[config.mk]
export PLATFORM = sky130hd
export DESIGN_NAME = accr_regs
export DESIGN_NICKNAME = d
export VERILOG_FILES = /design/src/inc/accr_pkg.sv /design/src/design/accr_ahb_slave.sv /design/src/design/accr_chan_route.sv /design/src/design/accr_regs.sv
export SDC_FILE = /design/constraint.sdc
export NUM_CORES = 1
export LEC_CHECK = 0
export ABC_AREA = 0
export BUFFER_PORTS_ARGS = -buffer_cell sky130_fd_sc_hd__buf_4
export CELL_PAD_IN_SITES_DETAIL_PLACEMENT = 1
export CELL_PAD_IN_SITES_GLOBAL_PLACEMENT = 1
export CORE_MARGIN = 5
export CORE_UTILIZATION = 45
export CTS_BUF_LIST = sky130_fd_sc_hd__clkbuf_16
export CTS_CLUSTER_SIZE = 25
export DETAILED_ROUTE_END_ITERATION = 10
export PLACE_DENSITY = 0.9
export REMOVE_ABC_BUFFERS = 1
export SETUP_SLACK_MARGIN = 0.02
export SLEW_MARGIN = 20
export SYNTH_ARGS = -nofsm -noshare
export SYNTH_HDL_FRONTEND = slang
export SYNTH_SLANG_ARGS = --single-unit
[constraint.sdc]
create_clock -name hclk -period 6.7 [get_ports hclk]
set_input_delay 0.335 -clock hclk [delete_from_list [all_inputs] [get_ports hclk]]
set_output_delay 0.335 -clock hclk [all_outputs]
set_load 0.05 [all_outputs]
[src/inc/accr_pkg.sv]
// Constants, field layouts and carrier types for the channel calibration
// and configuration register bank.
// Assumes a 32-bit AHB-Lite slave where each register takes one word.
package accr_pkg;

    // ------------------------------------------------------------------
    // Register indices (byte address is four times the index)
    // ------------------------------------------------------------------
    localparam int IDX_W = 6;
    localparam logic [5:0] IDX_GLOBAL_DC = 6'h08;
    localparam logic [5:0] IDX_C0_OFS_HI = 6'h0a;
    localparam logic [5:0] IDX_C0_OFS_LO = 6'h0b;
    localparam logic [5:0] IDX_C0_GAIN_HI = 6'h0c;
    localparam logic [5:0] IDX_C0_GAIN_LO = 6'h0d;
    localparam logic [5:0] IDX_C1_CFG = 6'h0e;
    localparam logic [5:0] IDX_C1_OFS_HI = 6'h0f;
    localparam logic [5:0] IDX_C1_OFS_LO = 6'h10;

    // ------------------------------------------------------------------
    // Calibration pairs: slot numbers and their word indices
    // ------------------------------------------------------------------
    localparam int NUM_CAL = 3;
    localparam int CAL_C0_OFS = 0;
    localparam int CAL_C0_GAIN = 1;
    localparam int CAL_C1_OFS = 2;
    localparam logic [5:0] CAL_HI_IDX [NUM_CAL] =
        '{IDX_C0_OFS_HI, IDX_C0_GAIN_HI, IDX_C1_OFS_HI};
    localparam logic [5:0] CAL_LO_IDX [NUM_CAL] =
        '{IDX_C0_OFS_LO, IDX_C0_GAIN_LO, IDX_C1_OFS_LO};
    localparam logic [15:0] CAL_HI_RST [NUM_CAL] =
        '{16'h0000, 16'h8000, 16'h0000};

    // ------------------------------------------------------------------
    // Field positions and reset values
    // ------------------------------------------------------------------
    localparam int LO_BYTE_LSB = 8;
    localparam int DELAY_LSB = 6;
    localparam int DELAY_MSB = 15;
    localparam int DC_OFF_BIT = 2;
    localparam int INSEL_MSB = 1;
    localparam int GLOBAL_DC_MSB = 3;
    localparam logic [7:0] LO_BYTE_RST = 8'h00;
    localparam logic [15:0] CFG_RST = 16'h0000;
    localparam logic [3:0] GLOBAL_DC_RST = 4'h0;

    // ------------------------------------------------------------------
    // Bus encodings
    // ------------------------------------------------------------------
    localparam logic [2:0] HSIZE_WORD = 3'h2;
    localparam logic [15:0] RD_ZERO = 16'h0000;

    // Input routing codes of channel 1
    typedef enum logic [1:0] {
        INSEL_PINS = 2'h0,
        INSEL_SHORT = 2'h1,
        INSEL_POS_TEST = 2'h2,
        INSEL_NEG_TEST = 2'h3
    } accr_insel_t;

    // One register write, as delivered by the bus slave
    typedef struct packed {
        logic wr;
        logic [5:0] idx;
        logic [15:0] data;
    } accr_wreq_t;

    // Channel 1 configuration fields
    typedef struct packed {
        logic [9:0] delay;
        logic dc_off;
        accr_insel_t insel;
    } accr_cfg_t;

    // One-hot routing of channel 1's converter input
    typedef struct packed {
        logic pins;
        logic shorted;
        logic pos_test;
        logic neg_test;
    } accr_route_t;

endpackage : accr_pkg

[src/design/accr_ahb_slave.sv]
// AHB-Lite front end: zero-wait writes, one wait state on reads.
// Assumes a single master and that hready is this slave's hreadyout.
`timescale 1ns/100ps
module accr_ahb_slave (
    // Clock and reset
    input wire logic hclk,
    input wire logic hresetn,
    // AHB-Lite slave side
    input wire logic hsel,
    input wire logic [31:0] haddr,
    input wire logic [1:0] htrans,
    input wire logic hwrite,
    input wire logic [2:0] hsize,
    input wire logic [31:0] hwdata,
    input wire logic hready,
    output logic hreadyout,
    output logic hresp,
    output logic [31:0] hrdata,
    // Register file side
    output accr_pkg::accr_wreq_t wreq,
    output logic [5:0] rd_idx,
    input wire logic [15:0] rd_data
);

    // ------------------------------------------------------------------
    // Address phase capture
    // ------------------------------------------------------------------
    logic dp_valid;
    logic dp_write;
    logic dp_ok;
    logic [5:0] dp_idx;
    logic rd_done;

    // Only aligned word transfers inside the first 256 bytes act
    wire logic addr_take = hsel & hready & htrans[1];
    wire logic addr_ok = (hsize == accr_pkg::HSIZE_WORD) &
                         (haddr[1:0] == 2'h0) & (haddr[31:8] == 24'h0);
    wire logic dp_read = dp_valid & ~dp_write;
    wire logic next_rd_done = dp_read & ~rd_done;

    // Phase registers move only when the bus advances
    always_ff @(posedge hclk or negedge hresetn) begin
        if (!hresetn) begin
            dp_valid <= 1'b0;
            dp_write <= 1'b0;
            dp_ok <= 1'b0;
            dp_idx <= 6'h00;
        end else if (hready) begin
            dp_valid <= addr_take;
            dp_write <= hwrite;
            dp_ok <= addr_ok;
            dp_idx <= haddr[7:2];
        end
    end

    // Read data is taken a cycle late so a just-written value is seen
    always_ff @(posedge hclk or negedge hresetn) begin
        if (!hresetn) begin
            rd_done <= 1'b0;
            hrdata <= 32'h0000_0000;
        end else begin
            rd_done <= next_rd_done;
            if (next_rd_done) begin
                hrdata <= {16'h0000, dp_ok ? rd_data : accr_pkg::RD_ZERO};
            end
        end
    end

    // Handshake and register-side strobes
    assign hreadyout = ~next_rd_done;
    assign hresp = 1'b0;
    assign rd_idx = dp_idx;
    assign wreq.wr = dp_valid & dp_write & dp_ok;
    assign wreq.idx = dp_idx;
    assign wreq.data = hwdata[15:0];

endmodule : accr_ahb_slave

[src/design/accr_chan_route.sv]
// Channel 1 routing: input select decode and DC-block steering.
// Assumes its configuration inputs come straight from flip-flops.
`timescale 1ns/100ps
module accr_chan_route (
    // Clock and reset
    input wire logic hclk,
    input wire logic hresetn,
    // Configuration
    input wire accr_pkg::accr_cfg_t cfg,
    input wire logic [3:0] global_dc_reject_setting,
    // Steering to the converter channel
    output accr_pkg::accr_route_t route,
    output logic chan1_dc_bypass,
    output logic [3:0] chan1_dc_setting
);

    // ------------------------------------------------------------------
    // Decode
    // ------------------------------------------------------------------
    accr_pkg::accr_route_t next_route;

    // One-hot input routing from the two-bit select
    always_comb begin
        next_route = '0;
        case (cfg.insel)
            accr_pkg::INSEL_PINS: next_route.pins = 1'b1;
            accr_pkg::INSEL_SHORT: next_route.shorted = 1'b1;
            accr_pkg::INSEL_POS_TEST: next_route.pos_test = 1'b1;
            accr_pkg::INSEL_NEG_TEST: next_route.neg_test = 1'b1;
            default: next_route.pins = 1'b1;
        endcase
    end

    // Registered so the analog switches see no decode glitches
    always_ff @(posedge hclk or negedge hresetn) begin
        if (!hresetn) begin
            route <= '{pins: 1'b1, default: 1'b0};
            chan1_dc_bypass <= 1'b0;
            chan1_dc_setting <= accr_pkg::GLOBAL_DC_RST;
        end else begin
            route <= next_route;
            chan1_dc_bypass <= cfg.dc_off;
            chan1_dc_setting <= global_dc_reject_setting;
        end
    end

endmodule : accr_chan_route

[src/design/accr_regs.sv]
// Top of the channel calibration and configuration register bank.
// Assumes one 40 MHz clock, an AHB-Lite master, and that the converter
// channels consume the applied calibration and steering outputs.
//
// Register access over AHB-Lite is this design's own decision.
`timescale 1ns/100ps

// What this block does
// - Channel 0 offset bits 23:8 sit in offset high word bits 15:0.
// - Channel 0 offset bits 7:0 sit in low word 15:8; 7:0 read zero.
// - Gain words form an unsigned 24-bit gain from 0 to below 2.0.
// - Channel 0 gain high resets to 8000h, gain low to zero.
// - Channel 0 gain bits 7:0 sit in low word 15:8; 7:0 read zero.
// - Channel 1 signed 10-bit delay in config 15:6; 5:3 read zero.
// - Config bit 2 clear follows global DC-block; set bypasses it.
// - Config bits 1:0 pick pins, shorted, positive or negative test.
// - Channel 1 offset splits like channel 0: high word, low 15:8.
// - Channel 1 config and offset words reset to all zeros.
// - Global DC-block setting is bits 3:0 of threshold low word.
module accr_regs (
    // Clock and reset
    input wire logic hclk,
    input wire logic hresetn,
    // AHB-Lite slave
    input wire logic hsel,
    input wire logic [31:0] haddr,
    input wire logic [1:0] htrans,
    input wire logic hwrite,
    input wire logic [2:0] hsize,
    input wire logic [31:0] hwdata,
    input wire logic hready,
    output logic hreadyout,
    output logic hresp,
    output logic [31:0] hrdata,
    // Applied calibration values
    output logic [23:0] chan0_offset,
    output logic [23:0] chan0_gain,
    output logic [23:0] chan1_offset,
    // Channel 1 steering
    output logic [9:0] chan1_delay_cycles,
    output accr_pkg::accr_route_t chan1_route,
    output logic chan1_dc_bypass,
    output logic [3:0] chan1_dc_setting
);

    // ------------------------------------------------------------------
    // Bus slave
    // ------------------------------------------------------------------
    accr_pkg::accr_wreq_t wreq;
    logic [5:0] rd_idx;
    logic [15:0] rd_data;

    accr_ahb_slave u_slave (
        .hclk(hclk),
        .hresetn(hresetn),
        .hsel(hsel),
        .haddr(haddr),
        .htrans(htrans),
        .hwrite(hwrite),
        .hsize(hsize),
        .hwdata(hwdata),
        .hready(hready),
        .hreadyout(hreadyout),
        .hresp(hresp),
        .hrdata(hrdata),
        .wreq(wreq),
        .rd_idx(rd_idx),
        .rd_data(rd_data)
    );

    // ------------------------------------------------------------------
    // Calibration pairs
    // ------------------------------------------------------------------
    logic [15:0] cal_hi [accr_pkg::NUM_CAL];
    logic [7:0] cal_lo [accr_pkg::NUM_CAL];
    logic [23:0] cal_applied [accr_pkg::NUM_CAL];
    logic [accr_pkg::NUM_CAL-1:0] hit_hi;
    logic [accr_pkg::NUM_CAL-1:0] hit_lo;
    logic [accr_pkg::NUM_CAL-1:0] rd_hi;
    logic [accr_pkg::NUM_CAL-1:0] rd_lo;

    // Each pair: high word stages, low word write commits both together,
    // so the datapath never sees a half-updated correction
    for (genvar i = 0; i < accr_pkg::NUM_CAL; i++) begin : g_cal
        assign hit_hi[i] = wreq.wr & (wreq.idx == accr_pkg::CAL_HI_IDX[i]);
        assign hit_lo[i] = wreq.wr & (wreq.idx == accr_pkg::CAL_LO_IDX[i]);
        assign rd_hi[i] = (rd_idx == accr_pkg::CAL_HI_IDX[i]);
        assign rd_lo[i] = (rd_idx == accr_pkg::CAL_LO_IDX[i]);

        always_ff @(posedge hclk or negedge hresetn) begin
            if (!hresetn) begin
                cal_hi[i] <= accr_pkg::CAL_HI_RST[i];
                cal_lo[i] <= accr_pkg::LO_BYTE_RST;
                cal_applied[i] <= {accr_pkg::CAL_HI_RST[i],
                                   accr_pkg::LO_BYTE_RST};
            end else begin
                if (hit_hi[i]) begin
                    cal_hi[i] <= wreq.data;
                end
                if (hit_lo[i]) begin
                    cal_lo[i] <= wreq.data[15:8];
                    cal_applied[i] <= {cal_hi[i], wreq.data[15:8]};
                end
            end
        end
    end

    // Gain stays unsigned: 800000h is unity, top code just under 2.0
    assign chan0_offset = cal_applied[accr_pkg::CAL_C0_OFS];
    assign chan0_gain = cal_applied[accr_pkg::CAL_C0_GAIN];
    assign chan1_offset = cal_applied[accr_pkg::CAL_C1_OFS];

    // ------------------------------------------------------------------
    // Channel 1 configuration and global DC-block setting
    // ------------------------------------------------------------------
    accr_pkg::accr_cfg_t cfg;
    logic [3:0] global_dc_reject_setting;

    wire logic hit_cfg = wreq.wr & (wreq.idx == accr_pkg::IDX_C1_CFG);
    wire logic hit_gdc = wreq.wr & (wreq.idx == accr_pkg::IDX_GLOBAL_DC);
    wire accr_pkg::accr_cfg_t next_cfg = '{
        delay: wreq.data[accr_pkg::DELAY_MSB:accr_pkg::DELAY_LSB],
        dc_off: wreq.data[accr_pkg::DC_OFF_BIT],
        insel: accr_pkg::accr_insel_t'(wreq.data[accr_pkg::INSEL_MSB:0])
    };

    // Reserved bits 5:3 are simply not stored
    always_ff @(posedge hclk or negedge hresetn) begin
        if (!hresetn) begin
            cfg <= accr_pkg::accr_cfg_t'(13'h0000);
            global_dc_reject_setting <= accr_pkg::GLOBAL_DC_RST;
        end else begin
            if (hit_cfg) begin
                cfg <= next_cfg;
            end
            if (hit_gdc) begin
                global_dc_reject_setting <=
                    wreq.data[accr_pkg::GLOBAL_DC_MSB:0];
            end
        end
    end

    // Delay is two's complement; consumer sign-extends as needed
    assign chan1_delay_cycles = cfg.delay;

    accr_chan_route u_route (
        .hclk(hclk),
        .hresetn(hresetn),
        .cfg(cfg),
        .global_dc_reject_setting(global_dc_reject_setting),
        .route(chan1_route),
        .chan1_dc_bypass(chan1_dc_bypass),
        .chan1_dc_setting(chan1_dc_setting)
    );

    // ------------------------------------------------------------------
    // Read-back
    // ------------------------------------------------------------------
    // Reserved bits and unmapped indices read zero
    always_comb begin
        rd_data = accr_pkg::RD_ZERO;
        for (int i = 0; i < accr_pkg::NUM_CAL; i++) begin
            if (rd_hi[i]) begin
                rd_data = cal_hi[i];
            end
            if (rd_lo[i]) begin
                rd_data = {cal_lo[i], 8'h00};
            end
        end
        if (rd_idx == accr_pkg::IDX_C1_CFG) begin
            rd_data = {cfg.delay, 3'h0, cfg.dc_off, cfg.insel};
        end
        if (rd_idx == accr_pkg::IDX_GLOBAL_DC) begin
            rd_data = {12'h000, global_dc_reject_setting};
        end
    end

    // High for the first clocked cycle after reset release
    logic first_cycle;
    always_ff @(posedge hclk or negedge hresetn) begin
        if (!hresetn) begin
            first_cycle <= 1'b1;
        end else begin
            first_cycle <= 1'b0;
        end
    end
endmodule : accr_regs

==> summary.md <==
| Metric | Value |
|---|---|
| # Max-Cap Violations | `0` |
| FF-to-FF setup slack | `approximately 3 ns` |
| HPWL after detailed placement | `between 10 and 15 mm` |
| RR Startpoint | `u_slave.rd_idx[1]$_DFFE_PN0P_` |
| Setup-failing EPs final | `0` |
| Initial Util | `45.57%` |
| Routability cong. | `roughly 0.8` |
| Yosys reg bits | `between 150 and 200` |
| Worst skew pair latency | `0.44 ns` |
| Final setup TNS | `0 ns` |
| Fillers | `~1,600` |
| Clock Skews | `0.01165 ns` |
| Count leader, synth | `dfrtp_1` |
| Worst-path maximum fanout | `27` |
| Period minus WS final | `about 3.6 ns` |
| Area leader, netlist | `dfrtp_1` |
| GRT overflow | `0` |
| Ys async rst share | `100.0%` |
| WS Path Type | `reg2reg` |
| Yosys cell types | `49` |
| Layout cell share with drive strength beyond 1 | `roughly half` |
| Largest net degree at the start of global routing | `92` |
| Post-synth EDFFs | `0` |
| Slew @ Worst Pin | `approximately 1.1 ns` |
| Slew headroom | `approximately a quarter` |
| # port buffers | `between 150 and 200` |
| Antenna viol nets, final | `0` |
| Clock Sinks | `172` |
| Status | `finished, final reports clean` |
| Register area | `4308 µm²` |
| DR vias/cell | `~5.6` |
| Die height | `between 100 and 150 µm` |
| First-pass detailed-route iteration total | `5` |
| Seq/Total Area, Yosys | `between 50% and 60%` |
| Synth warn | `0` |
| H-tree lvl count | `4` |
| WL final | `roughly 22 mm` |
| Synthesized instance count | `552` |
| Crit path launch type | `flop` |
| CTS buffer count | `17` |
| First-pass GRT wire length | `about 34 mm` |
| Worst hold stages | `2` |
| R2r worst-path depth | `4` |
| Final Cycle Share | `around 54%` |
| Main synth FF type | `dfrtp_1` |
| Longest Clk Path Bufs | `2` |
| Clock root buffer | `clkbuf_16` |
| LEAKAGE | `around 0.0046 µW` |
| Nets | `just under 800` |
| CTS Hold Bufs | `1` |
| Die area | `approximately 19,000 µm²` |
| Antenna violations before repair | `0` |
| FMAX | `between 200 and 300 MHz` |
| Hold endpoint | `u_slave.rd_idx[3]$_DFFE_PN0P_` |
| Power per Cell Area | `between 200 and 250 nW/µm²` |
| Unrepaired setup endpoints after global routing | `false` |
| ANT cells | `0` |
| Max rail drop VDD | `~0.19 mV` |
| WL per Instance | `around 23 µm` |
| Die width | `around 140 µm` |
| Count of pins over their slew limit | `0` |
| Worst endpoint required time | `approximately 7 ns` |
| Top cells by count, synth | `dfrtp_1, mux2_2, buf_4, clkbuf_1, mux2_4` |
| Clock Pin Slew Worst Setup and Hold Paths | `0.06 ns` |
| Placed cell areas | `approximately 8800 µm²` |
| Final instance area | `9305 µm²` |
| Post_cts resized | `0` |
| Area grow syn2layout | `23.56%` |
| Vias | `around 5,200` |
| Endpoints failing hold | `0` |
| Yosys top cell area share | `56.16%` |
| CTS tree | `built` |
| Initial DRC Count | `about 370` |
| Core area | `roughly 17,000 µm²` |
| GRT Total Usage | `~22%` |
| Synth Cell Area | `7531 µm²` |
| Vias in the first global route | `about 6,000` |
| DRC violations left | `0` |
| Syn Area/Cell | `about 14 µm²` |
| Area of the multi-input gates | `2851 µm²` |
| Hold_sp | `haddr[5]` |
| Total setup buffers inserted after CTS | `0` |
| Crit path DAT | `between 3 and 4 ns` |
| FP Rows | `47` |
| R2R Path End | `cal_hi[35]$_DFFE_PN0P_` |
| Endpoint class of the critical path | `flop` |
| Worst min path class | `in2reg` |
| Top area cells in the synthesized netlist | `dfrtp_1, mux2_2, mux2_4` |
| Number of I/O pins | `~200` |
-- flip-flops by register name, indices dropped and copies added, names as in the netlist --
signal	cells
global_dc_reject_setting	4
u_route.route	4
u_slave.hrdata	16
cal_hi	48
u_slave.rd_idx	6
chan0_gain	17
u_slave.rd_done	1
chan1_delay_cycles	10
u_slave.dp_write	1
u_slave.dp_valid	1
u_route.chan1_dc_setting	4
u_route.chan1_dc_bypass	1
chan0_offset	17
cal_lo	21
cfg	3
chan1_offset	17
u_slave.dp_ok	1
-- cell families after synthesis --
family | count (synthesis) | share of synthesized area, %
compound gates | 61 | 6.247
buf+inv | 71 | 5.732
flops | 172 | 57.20
mux | 154 | 23.87
other cells | 1 | 0.04979
simple gates | 93 | 6.895
-- layout by cell type, fill, tap and decap left out, drive strengths merged, types with 5 or more instances in the layout --
| cell type | instances |
|---|---|
| a221oi | 5 |
| a222oi | 6 |
| a22oi | 5 |
| and2 | 6 |
| and3 | 7 |
| buf | 170 |
| clkbuf | 17 |
| clkinv | 8 |
| conb | 17 |
| dfrtp | 169 |
| inv | 13 |
| mux2 | 145 |
| mux2i | 9 |
| nand2 | 19 |
| nand3 | 6 |
| nor2 | 11 |
| nor3 | 15 |
| nor4 | 6 |
| o2111ai | 5 |
| o21ai | 12 |
| o221ai | 8 |
-- layer usage --
metal | track usage [%] | routed length (µm) | vias to the layer above
li1 | - | - | 2284
met1 | 26.20 | 8460 | 2733
met2 | 38.42 | 11140 | 178
met3 | 5.557 | 1401 | 45
met4 | 9.578 | 541 | 0
met5 | 0 | 0 | -
-- through the flow --
stage,utilization (%),hold WS (ns),setup slack (ns),total power (µW),cells
5_1_grt,56.31,0.1268,2.868,2276,931
4_1_cts,56.29,0.1288,3.015,2204,931
6_report,56.31,0.1291,3.051,2199,931
2_1_floorplan,-,0.03941,3.966,1202,508
3_3_place_gp,52.99,0.3964,3.140,1293,898
3_5_place_dp,52.99,0.4020,3.025,1303,898
-- where the power goes --
group,switching [µW],internal (µW)
Combinational,132,65.9
Sequential,27.2,1060
Clock,413,501
Total,573,1630
-- worst max-delay path, cell delays in order, from the launching register on --
cell	delay [ns]
dfrtp_1	0.98
or3b_2	0.68
nor3_2	0.54
nand2_1	0.78
mux2_2	0.53
-- cell type report --
cell class,count,share of cell area [%]
clock buffer,17,4.572
clock inverter,15,1.183
inverter,11,0.4437
multi-input combinational,325,30.64
sequential,172,46.30
tap,220,2.958
timing repair buffer,171,13.90
-- worst max path at each step --
stage / from / endpoint / slack [ns] / cells after the start
global route: u_slave.rd_idx[1]$_DFFE_PN0P_ / cal_hi[33]$_DFFE_PN0P_ / 2.87 / 4
CTS: u_slave.rd_idx[1]$_DFFE_PN0P_ / cal_hi[35]$_DFFE_PN0P_ / 3.02 / 4
finish: u_slave.rd_idx[1]$_DFFE_PN0P_ / cal_hi[35]$_DFFE_PN0P_ / 3.05 / 4
detailed placement: u_slave.rd_idx[1]$_DFFE_PN0P_ / cal_hi[43]$_DFFE_PN0P_ / 3.03 / 4
global placement: u_slave.rd_idx[1]$_DFFE_PN0P_ / cal_hi[44]$_DFFE_PN0P_ / 3.14 / 4
floorplan: u_slave.rd_idx[1]$_DFFE_PN0P_ / cal_lo[0]$_DFFE_PN0P_ / 3.97 / 4
No activity file was read; power rests on OpenSTA's default activity.
